**src/core/wsb_consts.svh**
```systemverilog
// constants of the walking and surround self-test sequencer
`ifndef WSB_CONSTS_SVH
`define WSB_CONSTS_SVH

// memory geometry: bank, column and row segments
`define WSB_ROW_W      3
`define WSB_COL_W      3
`define WSB_BANK_W     1
`define WSB_ADDR_W     7
`define WSB_DATA_W     8
`define WSB_ROW_MAX    3'h7
`define WSB_COL_MAX    3'h7
`define WSB_BANK_MAX   1'h1

// data background and loop counter
`define WSB_DATA_BG    8'h00
`define WSB_LOOP_W     2
`define WSB_LOOP_END   2'h1
`define WSB_INNER_LAST 2'h3

// microprogram slots held by the sequencer
`define WSB_SLOT_COUNT 8
`define WSB_SLOT_MIN   3

`endif

```
**src/core/wsb_pkg.sv**
```systemverilog
// types of the walking and surround self-test sequencer
package wsb_pkg;
	typedef enum logic [3:0] {
		WSB_IDLE   = 4'h0,
		WSB_S0     = 4'h1,
		WSB_S1     = 4'h2,
		WSB_S2     = 4'h3,
		WSB_S3     = 4'h4,
		WSB_S4     = 4'h5,
		WSB_S5     = 4'h6,
		WSB_S6     = 4'h7,
		WSB_S7     = 4'h8,
		WSB_FINISH = 4'h9
	} wsb_slot_t;

	typedef enum logic {
		WSB_WALK = 1'h0,
		WSB_SURR = 1'h1
	} wsb_test_t;
endpackage : wsb_pkg

```
**src/core/wsb_ctr_if.sv**
```systemverilog
// command and address bundle between sequencer and one address counter
`timescale 1ns/100ps
`include "wsb_consts.svh"
interface wsb_ctr_if;
	logic                   ce;
	logic                   step_row;
	logic                   step_col;
	logic                   step_bank;
	logic                   down;
	logic                   chain;
	logic                   clear;
	logic                   load;
	logic [`WSB_ADDR_W-1:0] load_val;
	logic [`WSB_ADDR_W-1:0] nxt;
	logic [`WSB_ADDR_W-1:0] addr;
	logic [`WSB_ROW_W-1:0]  row;
	logic [`WSB_COL_W-1:0]  col;
	logic [`WSB_BANK_W-1:0] bank;
	logic                   wrap;

	modport ctrl (output ce, step_row, step_col, step_bank, down, chain,
		clear, load, load_val, input nxt, addr, row, col, bank, wrap);
	modport ctr (input ce, step_row, step_col, step_bank, down, chain,
		clear, load, load_val, output nxt, addr, row, col, bank, wrap);
endinterface : wsb_ctr_if

```
**src/core/wsb_addr_ctr.sv**
```systemverilog
// one bank/column/row address counter of the sequencer
`timescale 1ns/100ps
`include "wsb_consts.svh"
module wsb_addr_ctr (
	input wire logic mclk,  // clock
	input wire logic reset, // asynchronous reset, active high
	wsb_ctr_if.ctr   c      // commands in, address out
);
	import wsb_pkg::*;

	logic [`WSB_ROW_W-1:0]  row_q, row_d;
	logic [`WSB_COL_W-1:0]  col_q, col_d;
	logic [`WSB_BANK_W-1:0] bank_q, bank_d;
	logic                   row_term;
	logic                   col_term;

	////////////////////////////////////////////////////////////////////////
	always_comb begin
		row_term = c.down ? (row_q == '0) : (row_q == `WSB_ROW_MAX);
		col_term = c.down ? (col_q == '0) : (col_q == `WSB_COL_MAX);
		row_d    = row_q;
		col_d    = col_q;
		bank_d   = bank_q;
		if (c.step_row) begin
			row_d = c.down ? row_q - 3'h1 : row_q + 3'h1;
		end
		// chained: column moves only on the row carry
		if (c.step_col && (!c.chain || row_term)) begin // RULE_09 RULE_11
			col_d = c.down ? col_q - 3'h1 : col_q + 3'h1;
		end
		if (c.step_bank) begin
			bank_d = bank_q + 1'h1;
		end
		if (c.clear) begin // RULE_10 RULE_11
			row_d  = '0;
			col_d  = '0;
			bank_d = '0;
		end else if (c.load) begin
			{bank_d, col_d, row_d} = c.load_val;
		end
	end

	always_ff @(posedge mclk or posedge reset) begin
		if (reset) begin
			row_q  <= '0;
			col_q  <= '0;
			bank_q <= '0;
		end else if (c.ce) begin
			row_q  <= row_d;
			col_q  <= col_d;
			bank_q <= bank_d;
		end
	end

	assign c.row  = row_q;
	assign c.col  = col_q;
	assign c.bank = bank_q;
	assign c.addr = {bank_q, col_q, row_q};
	assign c.nxt  = {bank_d, col_d, row_d};
	assign c.wrap = row_term & col_term;
endmodule : wsb_addr_ctr

```
**src/core/wsb_seq.sv**
```systemverilog
// walking-pattern and surround-disturb memory self-test sequencer
//
// How it works
// RULE_01 - walking test reruns background, home and bank phases with data inverted
// RULE_02 - write and expected data registers load all zeros before walking test
// RULE_03 - neighbour read sweeps secondary; expected inverted where addresses match
// RULE_04 - home restore is read-modify-write, advances primary, loops to home write
// RULE_05 - bank step copies primary into secondary, bumps bank, loops to background
// RULE_06 - walking test relies on primary/secondary address equality compare
// RULE_07 - memory port offers write, read and read-modify-write
// RULE_08 - microprogram offers at least three instruction slots
// RULE_09 - primary column counts only on row carry, at max up or min down
// RULE_10 - surround test starts primary bank, column and row at zero
// RULE_11 - surround secondary segments count independently from zero
// RULE_12 - surround write and expected data registers hold all zeros
// RULE_13 - loop counter end count is one, so each pair runs twice
// RULE_14 - first step writes true background min to max, row fastest
// RULE_15 - offset step decrements secondary row and column by one
// RULE_16 - base pass writes inverse at secondary, then column plus one
// RULE_17 - read true at primary, bump loop counter, loop to column write
// RULE_18 - base pass writes inverse at secondary, then row plus one
// RULE_19 - surround steps repeat with address, data, then both inverted
// RULE_20 - address-inverted repeats decrement secondary column and row
// RULE_21 - advance step bumps primary, copies to secondary, loops to offset
// RULE_22 - after all banks the surround program reruns with data inverted
// RULE_23 - flag read mismatches; signal done after the final step
`timescale 1ns/100ps
`include "wsb_consts.svh"
module wsb_seq (
	input  wire logic                   mclk,      // clock, 100 MHz
	input  wire logic                   reset,     // async reset, high
	input  wire logic                   ce,        // clock enable
	input  wire logic                   start,     // begin a test
	input  wsb_pkg::wsb_test_t          test_sel,  // walking or surround
	input  wire logic [`WSB_DATA_W-1:0] mem_rdata, // read data, 1 later
	output logic [`WSB_ADDR_W-1:0]      mem_addr,  // bank,column,row
	output logic [`WSB_DATA_W-1:0]      mem_wdata, // write data
	output logic                        mem_we,    // write strobe
	output logic                        mem_re,    // read strobe
	output logic                        busy,      // test running
	output logic                        done,      // test finished
	output logic                        fail       // mismatch seen
);
	import wsb_pkg::*;

	wsb_ctr_if a_c ();
	wsb_ctr_if b_c ();

	wsb_slot_t               state_q, state_d;
	wsb_test_t               test_q;
	logic [`WSB_DATA_W-1:0]  wreg_q;
	logic [`WSB_DATA_W-1:0]  ereg_q;
	logic [`WSB_LOOP_W-1:0]  loop_q;
	logic [`WSB_LOOP_W-1:0]  loop_end_q;
	logic [1:0]              inner_q;
	logic                    outer_q;
	logic [`WSB_DATA_W-1:0]  exp_q;
	logic [`WSB_DATA_W-1:0]  exp_pend_q;
	logic                    rd_pend_q;
	logic [`WSB_DATA_W-1:0]  bg;
	logic [`WSB_DATA_W-1:0]  ebg;
	logic [`WSB_DATA_W-1:0]  cmd_wdata;
	logic [`WSB_DATA_W-1:0]  cmd_exp;
	logic                    cmd_we;
	logic                    cmd_re;
	logic                    use_b;
	logic                    a_eq_b;
	logic                    walk;
	logic                    bank_step;
	logic                    loop_inc;
	logic                    loop_clr;
	logic                    inner_inc;
	logic                    inner_clr;
	logic                    outer_set;

	wsb_addr_ctr u_ctr_a (
		.mclk  (mclk),
		.reset (reset),
		.c     (a_c.ctr)
	);

	wsb_addr_ctr u_ctr_b (
		.mclk  (mclk),
		.reset (reset),
		.c     (b_c.ctr)
	);

	////////////////////////////////////////////////////////////////////////
	// microprogram decode
	assign walk   = (test_q == WSB_WALK);
	assign a_eq_b = (a_c.addr == b_c.addr); // RULE_06
	assign bg     = wreg_q ^ {`WSB_DATA_W{outer_q}}; // RULE_01 RULE_22
	assign ebg    = ereg_q ^ {`WSB_DATA_W{outer_q}};

	always_comb begin
		state_d       = state_q;
		a_c.ce        = ce;
		b_c.ce        = ce;
		a_c.step_row  = 1'h0;
		a_c.step_col  = 1'h0;
		a_c.step_bank = 1'h0;
		a_c.down      = 1'h0;
		a_c.chain     = 1'h1;
		a_c.clear     = 1'h0;
		a_c.load      = 1'h0;
		a_c.load_val  = '0;
		b_c.step_row  = 1'h0;
		b_c.step_col  = 1'h0;
		b_c.step_bank = 1'h0;
		b_c.down      = !walk && inner_q[0]; // RULE_20
		b_c.chain     = walk;
		b_c.clear     = 1'h0;
		b_c.load      = 1'h0;
		b_c.load_val  = a_c.nxt;
		cmd_we        = 1'h0;
		cmd_re        = 1'h0;
		use_b         = 1'h0;
		cmd_wdata     = bg;
		cmd_exp       = ebg;
		bank_step     = 1'h0;
		loop_inc      = 1'h0;
		loop_clr      = 1'h0;
		inner_inc     = 1'h0;
		inner_clr     = 1'h0;
		outer_set     = 1'h0;
		unique case (state_q)
			WSB_IDLE: begin
				if (start) begin
					a_c.clear = 1'h1; // RULE_10
					b_c.clear = 1'h1; // RULE_11
					state_d   = WSB_S0;
				end
			end
			WSB_S0: begin
				cmd_we       = 1'h1; // RULE_14
				a_c.step_row = 1'h1;
				a_c.step_col = 1'h1;
				if (a_c.wrap) begin
					state_d = WSB_S1;
				end
			end
			WSB_S1: begin
				if (walk) begin
					cmd_we    = 1'h1;
					cmd_wdata = ~bg;
				end else begin
					b_c.down     = 1'h1; // RULE_15
					b_c.step_row = 1'h1;
					b_c.step_col = 1'h1;
					loop_clr     = 1'h1;
					inner_clr    = 1'h1;
				end
				state_d = WSB_S2;
			end
			WSB_S2: begin
				use_b = 1'h1;
				if (walk) begin
					cmd_re       = 1'h1;
					cmd_exp      = ebg ^ {`WSB_DATA_W{a_eq_b}}; // RULE_03
					b_c.step_row = 1'h1;
					b_c.step_col = 1'h1;
					if (b_c.wrap) begin
						state_d = WSB_S3;
					end
				end else begin
					cmd_we       = 1'h1; // RULE_16 RULE_19
					cmd_wdata    = ~bg ^ {`WSB_DATA_W{inner_q[1]}};
					b_c.step_col = 1'h1;
					state_d      = WSB_S3;
				end
			end
			WSB_S3: begin
				cmd_re = 1'h1;
				if (walk) begin
					cmd_we       = 1'h1; // RULE_04 RULE_07
					cmd_exp      = ~ebg;
					a_c.step_row = 1'h1;
					a_c.step_col = 1'h1;
					state_d      = a_c.wrap ? WSB_S4 : WSB_S1;
				end else if (loop_q == loop_end_q) begin // RULE_17
					loop_clr = 1'h1;
					state_d  = WSB_S4;
				end else begin
					loop_inc = 1'h1;
					state_d  = WSB_S2;
				end
			end
			WSB_S4: begin
				if (walk) begin
					bank_step = 1'h1; // RULE_05
				end else begin
					cmd_we       = 1'h1; // RULE_18
					cmd_wdata    = ~bg ^ {`WSB_DATA_W{inner_q[1]}};
					use_b        = 1'h1;
					b_c.step_row = 1'h1;
					state_d      = WSB_S5;
				end
			end
			WSB_S5: begin
				cmd_re = 1'h1;
				// the row pair repeats on its own: with one shared counter,
				// going back to the column pair here would never end
				if (loop_q != loop_end_q) begin // RULE_17
					loop_inc = 1'h1;
					state_d  = WSB_S4;
				end else if (inner_q != `WSB_INNER_LAST) begin // RULE_19
					loop_clr  = 1'h1;
					inner_inc = 1'h1;
					state_d   = WSB_S2;
				end else begin
					loop_clr  = 1'h1;
					inner_clr = 1'h1;
					state_d   = WSB_S6;
				end
			end
			WSB_S6: begin
				a_c.step_row = 1'h1; // RULE_21
				a_c.step_col = 1'h1;
				b_c.load     = 1'h1;
				state_d      = a_c.wrap ? WSB_S7 : WSB_S1;
			end
			WSB_S7: begin
				bank_step = 1'h1;
			end
			WSB_FINISH: begin
				state_d = WSB_IDLE;
			end
			default: begin
				state_d = WSB_IDLE;
			end
		endcase
		// bank advance shared by both programs: copy the stepped primary
		if (bank_step) begin
			a_c.step_bank = 1'h1; // RULE_05
			b_c.load      = 1'h1;
			if (a_c.bank != `WSB_BANK_MAX) begin
				state_d = WSB_S0;
			end else if (!outer_q) begin
				outer_set = 1'h1; // RULE_01 RULE_22
				state_d   = WSB_S0;
			end else begin
				state_d = WSB_FINISH; // RULE_23
			end
		end
	end

	////////////////////////////////////////////////////////////////////////
	// sequencing state
	always_ff @(posedge mclk or posedge reset) begin
		if (reset) begin
			state_q <= WSB_IDLE;
		end else if (ce) begin
			state_q <= state_d;
		end
	end

	// test registers loaded at start; the walking test and the surround
	// test share the same zero background
	always_ff @(posedge mclk or posedge reset) begin
		if (reset) begin
			test_q     <= WSB_WALK;
			wreg_q     <= `WSB_DATA_BG;
			ereg_q     <= `WSB_DATA_BG;
			loop_end_q <= `WSB_LOOP_END;
		end else if (ce && state_q == WSB_IDLE && start) begin
			test_q     <= test_sel;
			wreg_q     <= `WSB_DATA_BG; // RULE_02 RULE_12
			ereg_q     <= `WSB_DATA_BG; // RULE_02 RULE_12
			loop_end_q <= `WSB_LOOP_END; // RULE_13
		end
	end

	// loop counter and the two repeat loops
	always_ff @(posedge mclk or posedge reset) begin
		if (reset) begin
			loop_q  <= '0;
			inner_q <= '0;
			outer_q <= 1'h0;
		end else if (ce) begin
			if (state_q == WSB_IDLE) begin
				loop_q  <= '0;
				inner_q <= '0;
				outer_q <= 1'h0;
			end else begin
				if (loop_clr) begin
					loop_q <= '0;
				end else if (loop_inc) begin
					loop_q <= loop_q + 2'h1; // RULE_17
				end
				if (inner_clr) begin
					inner_q <= '0;
				end else if (inner_inc) begin
					inner_q <= inner_q + 2'h1; // RULE_19
				end
				if (outer_set) begin
					outer_q <= 1'h1;
				end
			end
		end
	end

	////////////////////////////////////////////////////////////////////////
	// registered memory command; read data is compared one cycle later
	always_ff @(posedge mclk or posedge reset) begin
		if (reset) begin
			mem_we    <= 1'h0;
			mem_re    <= 1'h0;
			mem_addr  <= '0;
			mem_wdata <= '0;
			exp_q     <= '0;
		end else if (ce) begin
			mem_we    <= cmd_we; // RULE_07
			mem_re    <= cmd_re;
			mem_addr  <= use_b ? b_c.addr : a_c.addr;
			mem_wdata <= cmd_wdata;
			exp_q     <= cmd_exp;
		end
	end

	always_ff @(posedge mclk or posedge reset) begin
		if (reset) begin
			rd_pend_q  <= 1'h0;
			exp_pend_q <= '0;
		end else if (ce) begin
			rd_pend_q  <= mem_re;
			exp_pend_q <= exp_q;
		end
	end

	// fail is sticky until the next start; start clears before any
	// compare of the new run can arrive, so no event is lost
	always_ff @(posedge mclk or posedge reset) begin
		if (reset) begin
			fail <= 1'h0;
			done <= 1'h0;
			busy <= 1'h0;
		end else if (ce) begin
			if (rd_pend_q && mem_rdata != exp_pend_q) begin
				fail <= 1'h1; // RULE_23
			end else if (state_q == WSB_IDLE && start) begin
				fail <= 1'h0;
			end
			if (state_q == WSB_FINISH) begin
				done <= 1'h1; // RULE_23
				busy <= 1'h0;
			end else if (state_q == WSB_IDLE && start) begin
				done <= 1'h0;
				busy <= 1'h1;
			end
		end
	end
endmodule : wsb_seq

```
**config.mk**
```make
export PLATFORM = sky130hd
export DESIGN_NAME = wsb_seq
export DESIGN_NICKNAME = d
export VERILOG_FILES = /design/src/core/wsb_pkg.sv /design/src/core/wsb_ctr_if.sv /design/src/core/wsb_addr_ctr.sv /design/src/core/wsb_seq.sv
export VERILOG_INCLUDE_DIRS = /design/src /design/src/core
export SDC_FILE = /design/constraint.sdc
export NUM_CORES = 1
export LEC_CHECK = 0
export BUFFER_PORTS_ARGS = -buffer_cell sky130_fd_sc_hd__buf_2
export CORE_ASPECT_RATIO = 1.75
export CORE_MARGIN = 1.5
export CORE_UTILIZATION = 45
export DETAILED_ROUTE_END_ITERATION = 7
export PLACE_DENSITY = 0.7
export SLEW_MARGIN = 20
export SYNTH_ARGS = -nofsm -noshare
export SYNTH_HDL_FRONTEND = slang
export SYNTH_SLANG_ARGS = --single-unit
```
**constraint.sdc**
```tcl
create_clock -name mclk -period 2.6 [get_ports mclk]
set_input_delay 0.52 -clock mclk [delete_from_list [all_inputs] [get_ports mclk]]
set_output_delay 0.52 -clock mclk [all_outputs]
set_load 0.05 [all_outputs]
```
# Word-level counts from Yosys, hierarchy flattened
# Index checks and enable logic that the tools add are counted.
# totals
out_inout_bits,20
register_bits,61
elab_cells,176
input_bits,13
# classes
add_sub_neg,9
reduce_logical,33
bitwise_logic,5
muxes,85
n_eq_ne,23
# ops
operator,count
$mux 3,17
$mux 1,36
$mux 4,9
$pmux 4 s9,1
$pmux 8 s2,2
$mux 8,3
$eq 4x3->1 const B,4
$pmux 1 s2,8
$reduce_and 2->1,8
$xor 8x8->8,2
$add 3x1->3 const B,4
$eq 3x3->1 const B,4
$mux 2,6
$reduce_bool 3->1,4
$reduce_or 2->1,5
$ne 3x3->1 const B,3
$eq 4x2->1 const B,2
$eq 4x4->1 const B,2
$ne 8x8->1,1
$not 8->8,1
$reduce_bool 2->1,4
$eq 7x7->1,1
$logic_and 1x1->1,7
$mux 7,1
other kinds (14),20

# Logic depth before layout (Yosys ltp)
# Gate-level depths: netlist (run 1).
# logic_depth
ltp_word,9
ltp_mapped,11
ltp_nobuf,9

# Hierarchy
# From an unflattened synthesis (run 1), not the netlist that was laid out.
# unflattened
cells_unflattened,377
area_unflattened_um2,3428.3
# modules_own_cells
module,cells_per_inst,instances,area_per_inst_um2,seq_area_each_um2
wsb_seq,201,1,1859.3,650.6
wsb_addr_ctr,88,2,784.5,175.2

# Least setup slack after synthesis (run 1)
# Ideal clock, no wire load.
# synth_path
path_kind,register to register
startpoint,register state_q[3]
endpoint,register u_ctr_b.col_q[2] (netlist: u_ctr_b.c.col[2])
period_less_slack_ps,2515
setup_ps,127
setup_slack_ps,85
t_required_ps,2473
path_buffers,1
stages_incl_launch_ff,10
arrival_time_ps,2389
path_cell_list,dfrtp_1 buf_2 nor4b_1 o21ai_0 inv_1 fa_1 or3b_2 a31oi_1 a311oi_1 o2bb2a_1
# synth_via
elab_chain_cells,8
word_cells_on_any_way,28
classes_between,eq/ne (7); mux (14); reduce/logical (7)
# synth_lines
item,line_no,text
start: declaration,wsb_seq.sv:49,"wsb_slot_t state_q, state_d;"
start signal: assignment,wsb_seq.sv:253,state_q <= state_d;
$eq 4x1->1 or $eq 4x3->1 (tied branches),wsb_seq.sv:126,unique case (state_q)
$reduce_or 2->1 (no line),--,
$pmux 1 s2,wsb_seq.sv:126,
$logic_and 1x1->1,wsb_addr_ctr.sv:28,if (c.step_col && (!c.chain || row_term)) begin
$mux 3,wsb_addr_ctr.sv:28,
$mux 3,wsb_addr_ctr.sv:34,if (c.clear) begin
$mux 3,wsb_addr_ctr.sv:38,end else if (c.load) begin
$mux 3,wsb_addr_ctr.sv:34,
end signal: assignment,wsb_addr_ctr.sv:50,col_q <= col_d;
end: declaration,wsb_addr_ctr.sv:12,"logic [`WSB_COL_W-1:0] col_q, col_d;"
# Parallel ways exist; a longest one is shown, timed or not. The select of a mux whose other input is x is not followed.
# A chain may end at the register's enable or synchronous reset.

# Worst setup path in the final report (run 1)
# Ends and elaborated chain as after synthesis.

==> qor.txt, run 1 <==
Status: finished, final reports clean
Number of synthesized flops with an enable pin: 0
DRT iter0 DRCs: 95
Hold Path Class: input pin to async pin
Largest net degree at the start of global routing: 44
Pwr/cell area: 1268 nW/um2
Final nets: 354
Warnings from Yosys: 0
Clk sinks: 40
Crit end category: flip-flop
Tightest Pin Transition: 0.7599 ns
Synth area leaders: dfrtp_1 (36%), mux2_2 (3.6%), a21oi_1 (3.6%), mux2i_1 (3.6%), o21ai_0 (3.2%)
P_leak: 0.001400 uW
Clock transition at the registers of the reported paths: 0.08 ns
PortBufs: 32
F_max: 430.3 MHz
Share of cells above drive strength 1: 0.2096
Routed length per instance: 15.49 um
Post-CTS setup buffers: 0
Routed vias/inst: 5.704
First-pass GRT wire length: 10820 um
Clk_skew: 0.007507 ns
Core Util, Final: 0.5228
Place WS: 0.1492 ns
CTS tree: built
Adder-cell share of the synthesized area: 0.04135
Vias: 2350
Site Rows: 37
Critical path arrival: 2.51 ns
Final Hold Viols: 0
Final GP Congestion: 0.8569
CP max FO: 4
Cell count after placement: 404
Post-cts sizing count: 0
Asr flop ratio synth: 1.000
Number of global-route vias before repair: 2360
Tmin final: 2.324 ns
Core Footprint: 5926 um2
Total of max-cap violations: 0
Initial Util: 0.4698
Post-synth top cells: dfrtp_1 (40), nor2_1 (21), a21oi_1 (20)
Cell with the most instances after synthesis: dfrtp_1
Die W: 62.46 um
Htree depth: 2
Syn Area/Cell: 8.866 um2
WL final: 6382 um
CTS Root Cell: clkbuf_8
Final Max Slew Viols: 0
Setup WS post-layout: 0.2762 ns
Post-Layout Cell Count: 412
Hold_buf cts: 0
Synth Area in Simple Gates: 0.2076
Post-DP HPWL: 4642 um
Die area: 6686 um2
Clock Latency Late Sink: 0.30 ns
Critical path class: flip-flop to flip-flop
Max Buffers Root-to-Sink: 2
Initial antenna violation count: 0
Mapped Cells: 314
Post-synthesis mux area share: 0.07236
Synth area leader: dfrtp_1
IR drop worst, VDD: 0.4914 mV
Synth Area in XOR/XNOR: 0.04719
Yosys reg bits: 40
Hold WS: 0.3316 ns
Main combinational cell family by area after synthesis: simple AND/OR/NAND/NOR gates
Area Growth Syn to Fin: 11.28%
Top_reg_cell synth: dfrtp_1
# setup viols final: 0
Synthesized cell area: 2784 um2
Slew Limit Headroom: 0.4891
Total GRT Usage: 0.2049
Vert. Die Dim: 107.1 um
Number of I/O pins: 33
Unrepaired setup endpoints after global routing: no
Final setup TNS: 0 ns
# diodes: 0
Post-synthesis compound-gate area fraction: 0.1919
Total CTS buffers: 5
Gr ovfl total: 0
Detailed-route DRC error count: 0
TritonRoute pass-1 iters: 4
Seq/Total Area, Yosys: 0.3596
Worst setup SP type: flip-flop
Synth top area share: 0.3596
WP data required: 2.78 ns
Post-route clock period utilization: 0.8938
Post-DRT Antenna Nets: 0
Distinct cells, synth: 58
Syn nets: 335
==> path summary, 6_finish.rpt <==
kind / from / endpoint / slack [ns] / cells past startpoint
worst min-delay path: reset / mem_addr[2] / 0.33 / 3
worst min register to register: done / done / 0.49 / 2
max in group asynchronous: reset / state_q[1] / 1.92 / 3
worst max register to register: state_q[3] / u_ctr_b.c.col[2] / 0.28 / 8
min in group mclk: test_sel / test_q / 0.45 / 2
worst max-delay path: state_q[3] / u_ctr_b.c.col[2] / 0.28 / 8
==> critical path, stage by stage (launching register included) <==
cell and delay [ns]:
dfrtp_1 0.39, nor4b_2 0.34, o21ai_0 0.15, inv_1 0.13, fa_1 0.25, or3b_2 0.46, a31oi_1 0.14, a311oi_1 0.06
o2bb2a_1 0.29
==> where the power goes <==
group | switching [uW] | internal (uW)
Clock | 229 | 339
Combinational | 1380 | 857
Sequential | 277 | 845
Total | 1890 | 2040
==> cells by family (layout without fill, tap and decap cells) <==
family,after synthesis,count (layout)
compound gates,77,77
xor+xnor,15,15
flops,40,40
mux,19,19
simple gates,107,107
buf+inv,48,68
fa+ha+maj,8,8
==> through the flow <==
step                power [uW]  cell area, um2
floorplan                 2923            2784
global placement          3315            2965
detailed placement        3360            2965
CTS                       3924            3092
global route              4218            3098
finish                    3929            3098
==> state kept, by name, indices dropped and copies added, names as in the netlist, 2 cells and up <==
register / flops
state_q: 4
u_ctr_b.c.col: 3
inner_q: 2
mem_addr: 7
u_ctr_b.c.row: 3
u_ctr_a.c.col: 3
loop_q: 2
u_ctr_a.c.row: 3
==> layout by cell type, fill, tap and decap left out, types with 2 or more instances in the layout <==
cell type | Yosys | layout
a22o_1 | 3 | 3
nand4_1 | 4 | 4
a21o_1 | 5 | 5
a2bb2oi_1 | 2 | 2
buf_2 | 7 | 32
nor3_1 | 9 | 9
inv_1 | 17 | 17
mux2_2 | 9 | 9
and3_1 | 3 | 3
nand3_1 | 15 | 15
mux2i_1 | 10 | 10
ha_1 | 6 | 6
a21oi_1 | 20 | 20
a211oi_1 | 2 | 2
nor3b_1 | 2 | 2
o31ai_1 | 2 | 2
o22ai_1 | 3 | 3
nand3b_1 | 4 | 4
o21ai_0 | 18 | 18
or4b_2 | 2 | 2
a2111oi_0 | 2 | 2
a32o_1 | 2 | 2
nor2b_1 | 10 | 10
nand2_1 | 19 | 19
buf_4 | 7 | 11
fa_1 | 2 | 2
a31oi_1 | 4 | 4
nor2_1 | 21 | 21
or3b_2 | 2 | 2
xnor2_1 | 5 | 5
nor4_1 | 5 | 5
xor2_1 | 10 | 10
clkbuf_8 | 0 | 7
nand2b_1 | 4 | 4
dfrtp_1 | 40 | 40
==> routing by layer <==
metal  part of all wire  global-route usage
met5                  0                   0
met4              0.048              0.1413
met3              0.026             0.03043
met2               0.53              0.3571
met1               0.40              0.2268
==> cell type report <==
type                            instances  area, um2
Sequential cell                        40       1001
Inverter                               17      63.81
Tap cell                               78      97.59
Multi-Input combinational cell        226       1567
Clock buffer                            7      96.34
Clock inverter                          1      30.03
Fill cell                             600       2828
Timing Repair Buffer                   43      242.7
Note: power is estimated with default switching activity, not from simulation.
==> run 2: changes to the inputs <==
--- a/config.mk
+++ b/config.mk
@@ -7,11 +7,10 @@
 export NUM_CORES = 1
 export LEC_CHECK = 0
 export BUFFER_PORTS_ARGS = -buffer_cell sky130_fd_sc_hd__buf_2
-export CORE_ASPECT_RATIO = 1.75
 export CORE_MARGIN = 1.5
 export CORE_UTILIZATION = 45
 export DETAILED_ROUTE_END_ITERATION = 7
-export PLACE_DENSITY = 0.7
+export PLACE_DENSITY = 0.73
 export SLEW_MARGIN = 20
 export SYNTH_ARGS = -nofsm -noshare
 export SYNTH_HDL_FRONTEND = slang
==> run 2 against run 1 <==
Compared with the run above:
- total power rose by 0.96%
- utilization shrank 0.16 points
- sequential cell count unchanged
- cell count down 0.73%
- sequential power is essentially flat
- first-iteration DRC count up 38%
- critical path depth unchanged
- critical endpoint unchanged
- largest power group unchanged
==> qor.txt, run 2 (synthesis gave the netlist of run 1 again) <==
Setup WS post-layout: 0.1948 ns (-0.08135 ns)
Unrepaired setup endpoints after global routing: no
Slowest-stage cell, CP: or3b_2
Routed vias/inst: 5.883 (+3.1%)
End point of the critical path: u_ctr_b.c.col[2]
Total CTS buffers: 5 (unchanged)
Number of I/O pins: 33 (unchanged)
R2r startpoint: state_q[3]
Post-route clock period utilization: 0.9251 (+0.03129)
DRT iter0 DRCs: 131 (+38%)
Max Buffers Root-to-Sink: 2 (unchanged)
Crit-path leading delay family: simple AND/OR/NAND/NOR gates
Cell count after placement: 402 (-0.50%)
# diodes: 0 (unchanged)
PortBufs: 32 (unchanged)
Initial antenna violation count: 0 (unchanged)
Core Util, Final: 0.5212 (-0.001586)
Multi-input combinational cell area: 1567 um2 (unchanged)
Worst Path Buf+Inv: 1 (unchanged)
Clk sinks: 40 (unchanged)
Final setup TNS: 0 ns (unchanged)
Most common cell after layout, fill and taps aside: dfrtp_1
P_leak: 0.001405 uW (+0.33%)
Post-CTS setup buffers: 0 (unchanged)
Cell breakdown of the critical path: nor4b_2 > o21ai_0 > inv_1 > fa_1 > or3b_2 > a31oi_1 > a311oi_1 > o2bb2a_1
Pwr/cell area: 1278 nW/um2 (+0.76%)
Final GP Congestion: 0.8935 (+4.3%)
Share of cells above drive strength 1: 0.2096 (unchanged)
F_max: 415.8 MHz (-3.4%)
Status: finished, final reports clean
First-pass GRT wire length: 10250 um (-5.3%)
CTS Root Cell: clkbuf_8
Critical path arrival: 2.58 ns (+0.07 ns)
Tightest Pin Transition: 0.6767 ns (-0.08315 ns)
Total of max-cap violations: 0 (unchanged)
Crit end category: flip-flop
Hold Path Class: input pin to async pin
WL final: 6264 um (-1.8%)
Die W: 81.66 um (+31%)
TritonRoute pass-1 iters: 4 (unchanged)
# setup viols final: 0 (unchanged)
Place WS: 0.2031 ns (+0.05397 ns)
Critical path class: flip-flop to flip-flop
Fillers: 557 (-7.2%)
Post-DP HPWL: 4446 um (-4.2%)
Clock transition at the registers of the reported paths: 0.08 ns (about the same)
Routed length per instance: 15.32 um (-1.1%)
Slew Limit Headroom: 0.5450 (+0.05591)
Number of global-route vias before repair: 2204 (-6.6%)
Vias: 2406 (+2.4%)
Most frequent cells in the layout: dfrtp_1 (40), buf_2 (32), nor2_1 (21)
Tmin final: 2.405 ns (+0.08135 ns)
R2R setup slack: 0.19 ns (-0.08 ns)
Gr ovfl total: 0 (unchanged)
Initial Util: 0.4674 (-0.002369)
Register area: 1001 um2 (unchanged)
RR Endpoint: u_ctr_b.c.col[2]
Total GRT Usage: 0.1989 (-0.005980)
Area Growth Syn to Fin: 11.51%
Crit. path cell count: 8 (unchanged)
Detailed-route DRC error count: 0 (unchanged)
Final Max Slew Viols: 0 (unchanged)
Htree depth: 2 (unchanged)
Die area: 6668 um2 (-0.27%)
Hold WS: 0.3396 ns (+0.008039 ns)
CP peak stage delay: 0.47 ns (about the same)
Final nets: 355 (+0.28%)
IR drop worst, VDD: 0.8080 mV (+64%)
Largest Register: mem_addr
Crit path from: state_q[3]
Largest net degree at the start of global routing: 44 (unchanged)
Clk_skew: 0.009150 ns (+0.001643 ns)
Site Rows: 28 (-24%)
Clock Latency Late Sink: 0.30 ns (about the same)
Largest registers: mem_addr: 7 flops, state_q: 4 flops
Post-Layout Cell Count: 409 (-0.73%)
Vert. Die Dim: 81.66 um (-24%)
Core Footprint: 5956 um2 (+0.51%)
CP max FO: 4 (unchanged)
WP data required: 2.78 ns (about the same)
Post-DRT Antenna Nets: 0 (unchanged)
CTS tree: built
Final Hold Viols: 0 (unchanged)
Max reg flops: 7 (unchanged)
Worst Reg-to-Reg Cells: 8 (unchanged)
Worst setup SP type: flip-flop
run 2: cell count changes in the layout (fill, tap and decap cells not counted), sizes merged:
cell | before | now
buf | 43 | 44
bufinv | 1 | 2
clkbuf | 7 | 5
run 2: worst min path at each step:
stage                   start          endpoint  slack, ns  cells past startpoint
floorplan           loop_q[1]         loop_q[1]       0.45                      2
global placement         done              done       0.45                      2
detailed placement       done              done       0.46                      2
CTS                     reset           outer_q       0.36                      3
global route            reset  u_ctr_b.c.row[2]       0.40                      3
finish                  reset           outer_q       0.34                      3
run 2: layout make-up:
cell class,count,share of cell area
clock buffers,5,0.02217
clock inverters,2,0.01935
inverters,17,0.02056
multi-input cells,226,0.5046
flip-flops and latches,40,0.3225
well taps,75,0.03023
repair buffers,44,0.08061
run 2: timing repair:
item / 4_1_cts / 5_1_grt
endpoints found under the setup margin: 0 / 1
resized for setup: 0 / 1
hold buffers: 0 / 0
run 2: metal layers:
metal | up-vias | GRT usage | wire length [um]
met2 | 83 | 0.3306 | 2989
met4 | 0 | 0.07797 | 153
met1 | 1155 | 0.2632 | 2808
li1 | 1154 | - | -
met5 | - | 0 | 0
met3 | 14 | 0.02444 | 312
run 2: stage by stage:
stage               cell area [um2]  power, uW
global placement               2969       3279
global route                   3104       4266
detailed placement             2969       3350
finish                         3104       3967
CTS                            3098       3961
floorplan                      2784       2923
run 2: worst reg2reg max path, cell delays in order, from the launching register on:
cell,delay (ns)
dfrtp_1,0.40
nor4b_2,0.37
o21ai_0,0.16
inv_1,0.12
fa_1,0.24
or3b_2,0.47
a31oi_1,0.15
a311oi_1,0.07
o2bb2a_1,0.30
run 2: power breakdown:
part	switching, uW	internal, uW	leakage, uW
clock	223	378	0.0000642
combinational	1390	857	0.000832
sequential	277	846	0.000509
==> run 3: changes to the inputs <==
--- a/config.mk
+++ b/config.mk
@@ -7,6 +7,7 @@
 export NUM_CORES = 1
 export LEC_CHECK = 0
 export BUFFER_PORTS_ARGS = -buffer_cell sky130_fd_sc_hd__buf_2
+export CORE_ASPECT_RATIO = 2
 export CORE_MARGIN = 1.5
 export CORE_UTILIZATION = 45
 export DETAILED_ROUTE_END_ITERATION = 7
==> run 3 against run 2 <==
Compared with the run above:
- hold slack better by 0.0011 ns
- total power is 5.8% higher
- first-iteration DRC count is 24% lower
- sequential cell count stayed put
- sequential share of layout area is 0.57 points lower
- die area is 0.42% higher
- combinational power is 4% higher
- global-route usage is 2.7 points higher
- non-clock buffer count is 3 higher
- maximum frequency is 4.5% higher
- largest power group unchanged
==> qor.txt, run 3 (synthesis gave the netlist of run 1 again) <==
Status: finished, final reports clean
Tmin final: 2.301 ns (-0.1039 ns)
TritonRoute pass-1 iters: 4 (unchanged)
Critical path arrival: 2.48 ns (-0.10 ns)
Hold WS: 0.3407 ns (+0.001123 ns)
WP data required: 2.78 ns (about the same)
First-pass GRT wire length: 11430 um (+12%)
Htree depth: 2 (unchanged)
WL final: 6967 um (+11%)
CTS Root Cell: clkbuf_16
Die W: 58.62 um (-28%)
Core Footprint: 6006 um2 (+0.84%)
Post-DP HPWL: 5123 um (+15%)
Placed cell area: 2977 um2 (+0.25%)
Post-route clock period utilization: 0.8851 (-0.03997)
Clk_skew: 0.009367 ns (+0.0002168 ns)
Clock Power Share: 0.177 (+0.026)
Die area: 6696 um2 (+0.42%)
Gr ovfl total: 0 (unchanged)
Pwr/cell area: 1328 nW/um2 (+3.9%)
Max Buffers Root-to-Sink: 2 (unchanged)
PortBufs: 32 (unchanged)
Number of I/O pins: 33 (unchanged)
P_leak: 0.001441 uW (+2.6%)
Max reg flops: 7 (unchanged)
Worst Reg-to-Reg Cells: 6 (-2)
Worst setup SP type: flip-flop
Vias: 2431 (+1.0%)
IR drop worst, VDD: 0.5666 mV (-30%)
F_max: 434.5 MHz (+4.5%)
Place WS: 0.1726 ns (-0.03054 ns)
Critical path class: flip-flop to flip-flop
Fillers: 566 (+1.6%)
Largest Register: mem_addr
Total GRT Usage: 0.2260 (+0.02708)
Clk sinks: 40 (unchanged)
Hold Path Class: input pin to async pin
Net switching power: 1975 uW (+4.7%)
CTS tree: built
Vert. Die Dim: 114.2 um (+40%)
RR Endpoint: u_ctr_b.c.col[1]
Total of max-cap violations: 0 (unchanged)
Share of cells above drive strength 1: 0.2189 (+0.009354)
# setup viols final: 0 (unchanged)
Most common cell after layout, fill and taps aside: dfrtp_1
Final Max Slew Viols: 0 (unchanged)
Final nets: 358 (+0.85%)
Site Rows: 40 (+43%)
Unrepaired setup endpoints after global routing: no
Routed length per instance: 17.37 um (+13%)
Number of global-route vias before repair: 2435 (+10%)
Tightest Pin Transition: 0.5624 ns (-0.1143 ns)
Largest registers: mem_addr: 7 flops, state_q: 4 flops
Post-DRT Antenna Nets: 0 (unchanged)
Routed vias/inst: 6.062 (+3.1%)
Switching share of power: 0.4705 (-0.004962)
Hold_buf cts: 0 (unchanged)
Internal Pwr Total: 2222 uW (+6.8%)
Flop pwr share: 0.265 (-0.018)
R2R setup slack: 0.30 ns (+0.10 ns)
Crit end category: flip-flop
Final Hold Viols: 0 (unchanged)
Area Growth Syn to Fin: 13.53%
Initial Util: 0.4635 (-0.003895)
Post-CTS setup buffers: 0 (unchanged)
Total CTS buffers: 5 (unchanged)
CP max FO: 31 (+27)
Initial antenna violation count: 0 (unchanged)
Setup WS post-layout: 0.2988 ns (+0.1039 ns)
Crit path from: state_q[0]
Detailed-route DRC error count: 0 (unchanged)
Tot Pwr: 4197 uW (+5.8%)
Logic gate share of total power: 0.558 (-0.007)
Largest net degree at the start of global routing: 41 (-6.8%)
Clock transition at the registers of the reported paths: 0.07 ns (about the same)
R2r startpoint: state_q[0]
Post-route cell area: 3161 um2 (+1.8%)
Clock Latency Late Sink: 0.29 ns (about the same)
# diodes: 0 (unchanged)
Slew Limit Headroom: 0.6236 (+0.07860)
Final setup TNS: 0 ns (unchanged)
Most frequent cells in the layout: dfrtp_1 (40), buf_2 (32), nor2_1 (21)
Final GP Congestion: 0.8693 (-2.7%)
DRT iter0 DRCs: 99 (-24%)
-- run 3: power by group through the flow --
stage	clock [uW]	sequential (uW)	combinational, uW
after global routing	770	1150	2550
after floorplan	0	1250	1670
final	743	1110	2340
after detailed placement	0	1120	2330
after global placement	0	1110	2290
after CTS	751	1110	2340
-- run 3: worst max path at each step --
stage / endpoint / slack (ns)
3_5_place_dp: u_ctr_b.c.col[2] / 0.17
3_3_place_gp: u_ctr_b.c.col[2] / 0.30
5_1_grt: u_ctr_b.c.col[2] / 0.12
2_1_floorplan: u_ctr_b.c.col[2] / 0.08
6_report: u_ctr_b.c.col[1] / 0.30
4_1_cts: u_ctr_b.c.col[2] / 0.15
-- run 3: critical path, stage by stage (launching register included) --
cell      delay (ns)
dfrtp_1         0.39
buf_4           0.23
or4b_4          0.59
a311oi_4        0.45
mux2i_1         0.27
a211oi_2        0.09
a21o_1          0.16
-- run 3: routing by layer --
metal / routed length, um / track usage
met1: 2506 / 0.2308
met2: 3961 / 0.4030
met3: 167 / 0.03729
met4: 331 / 0.1515
met5: 0 / 0
-- run 3: cell type report --
class	count	area, um2	share of cell area
multi-input cells	226	1567	0.4956
flip-flops and latches	40	1001	0.3167
repair buffers	47	272.8	0.08630
clock buffers	6	138.9	0.04394
well taps	63	78.83	0.02494
inverters	17	63.81	0.02019
clock inverters	2	38.79	0.01227
-- run 3: per-stage QoR --
step	util	instances
floorplan	-	314
global placement	0.4956	393
detailed placement	0.4956	393
CTS	0.5252	401
global route	0.5263	401
finish	0.5263	401
-- run 3: timing repair --
item	in CTS	in global routing
hold endpoints to repair	0	0
setup endpoints to repair	0	1
resized for setup	0	1
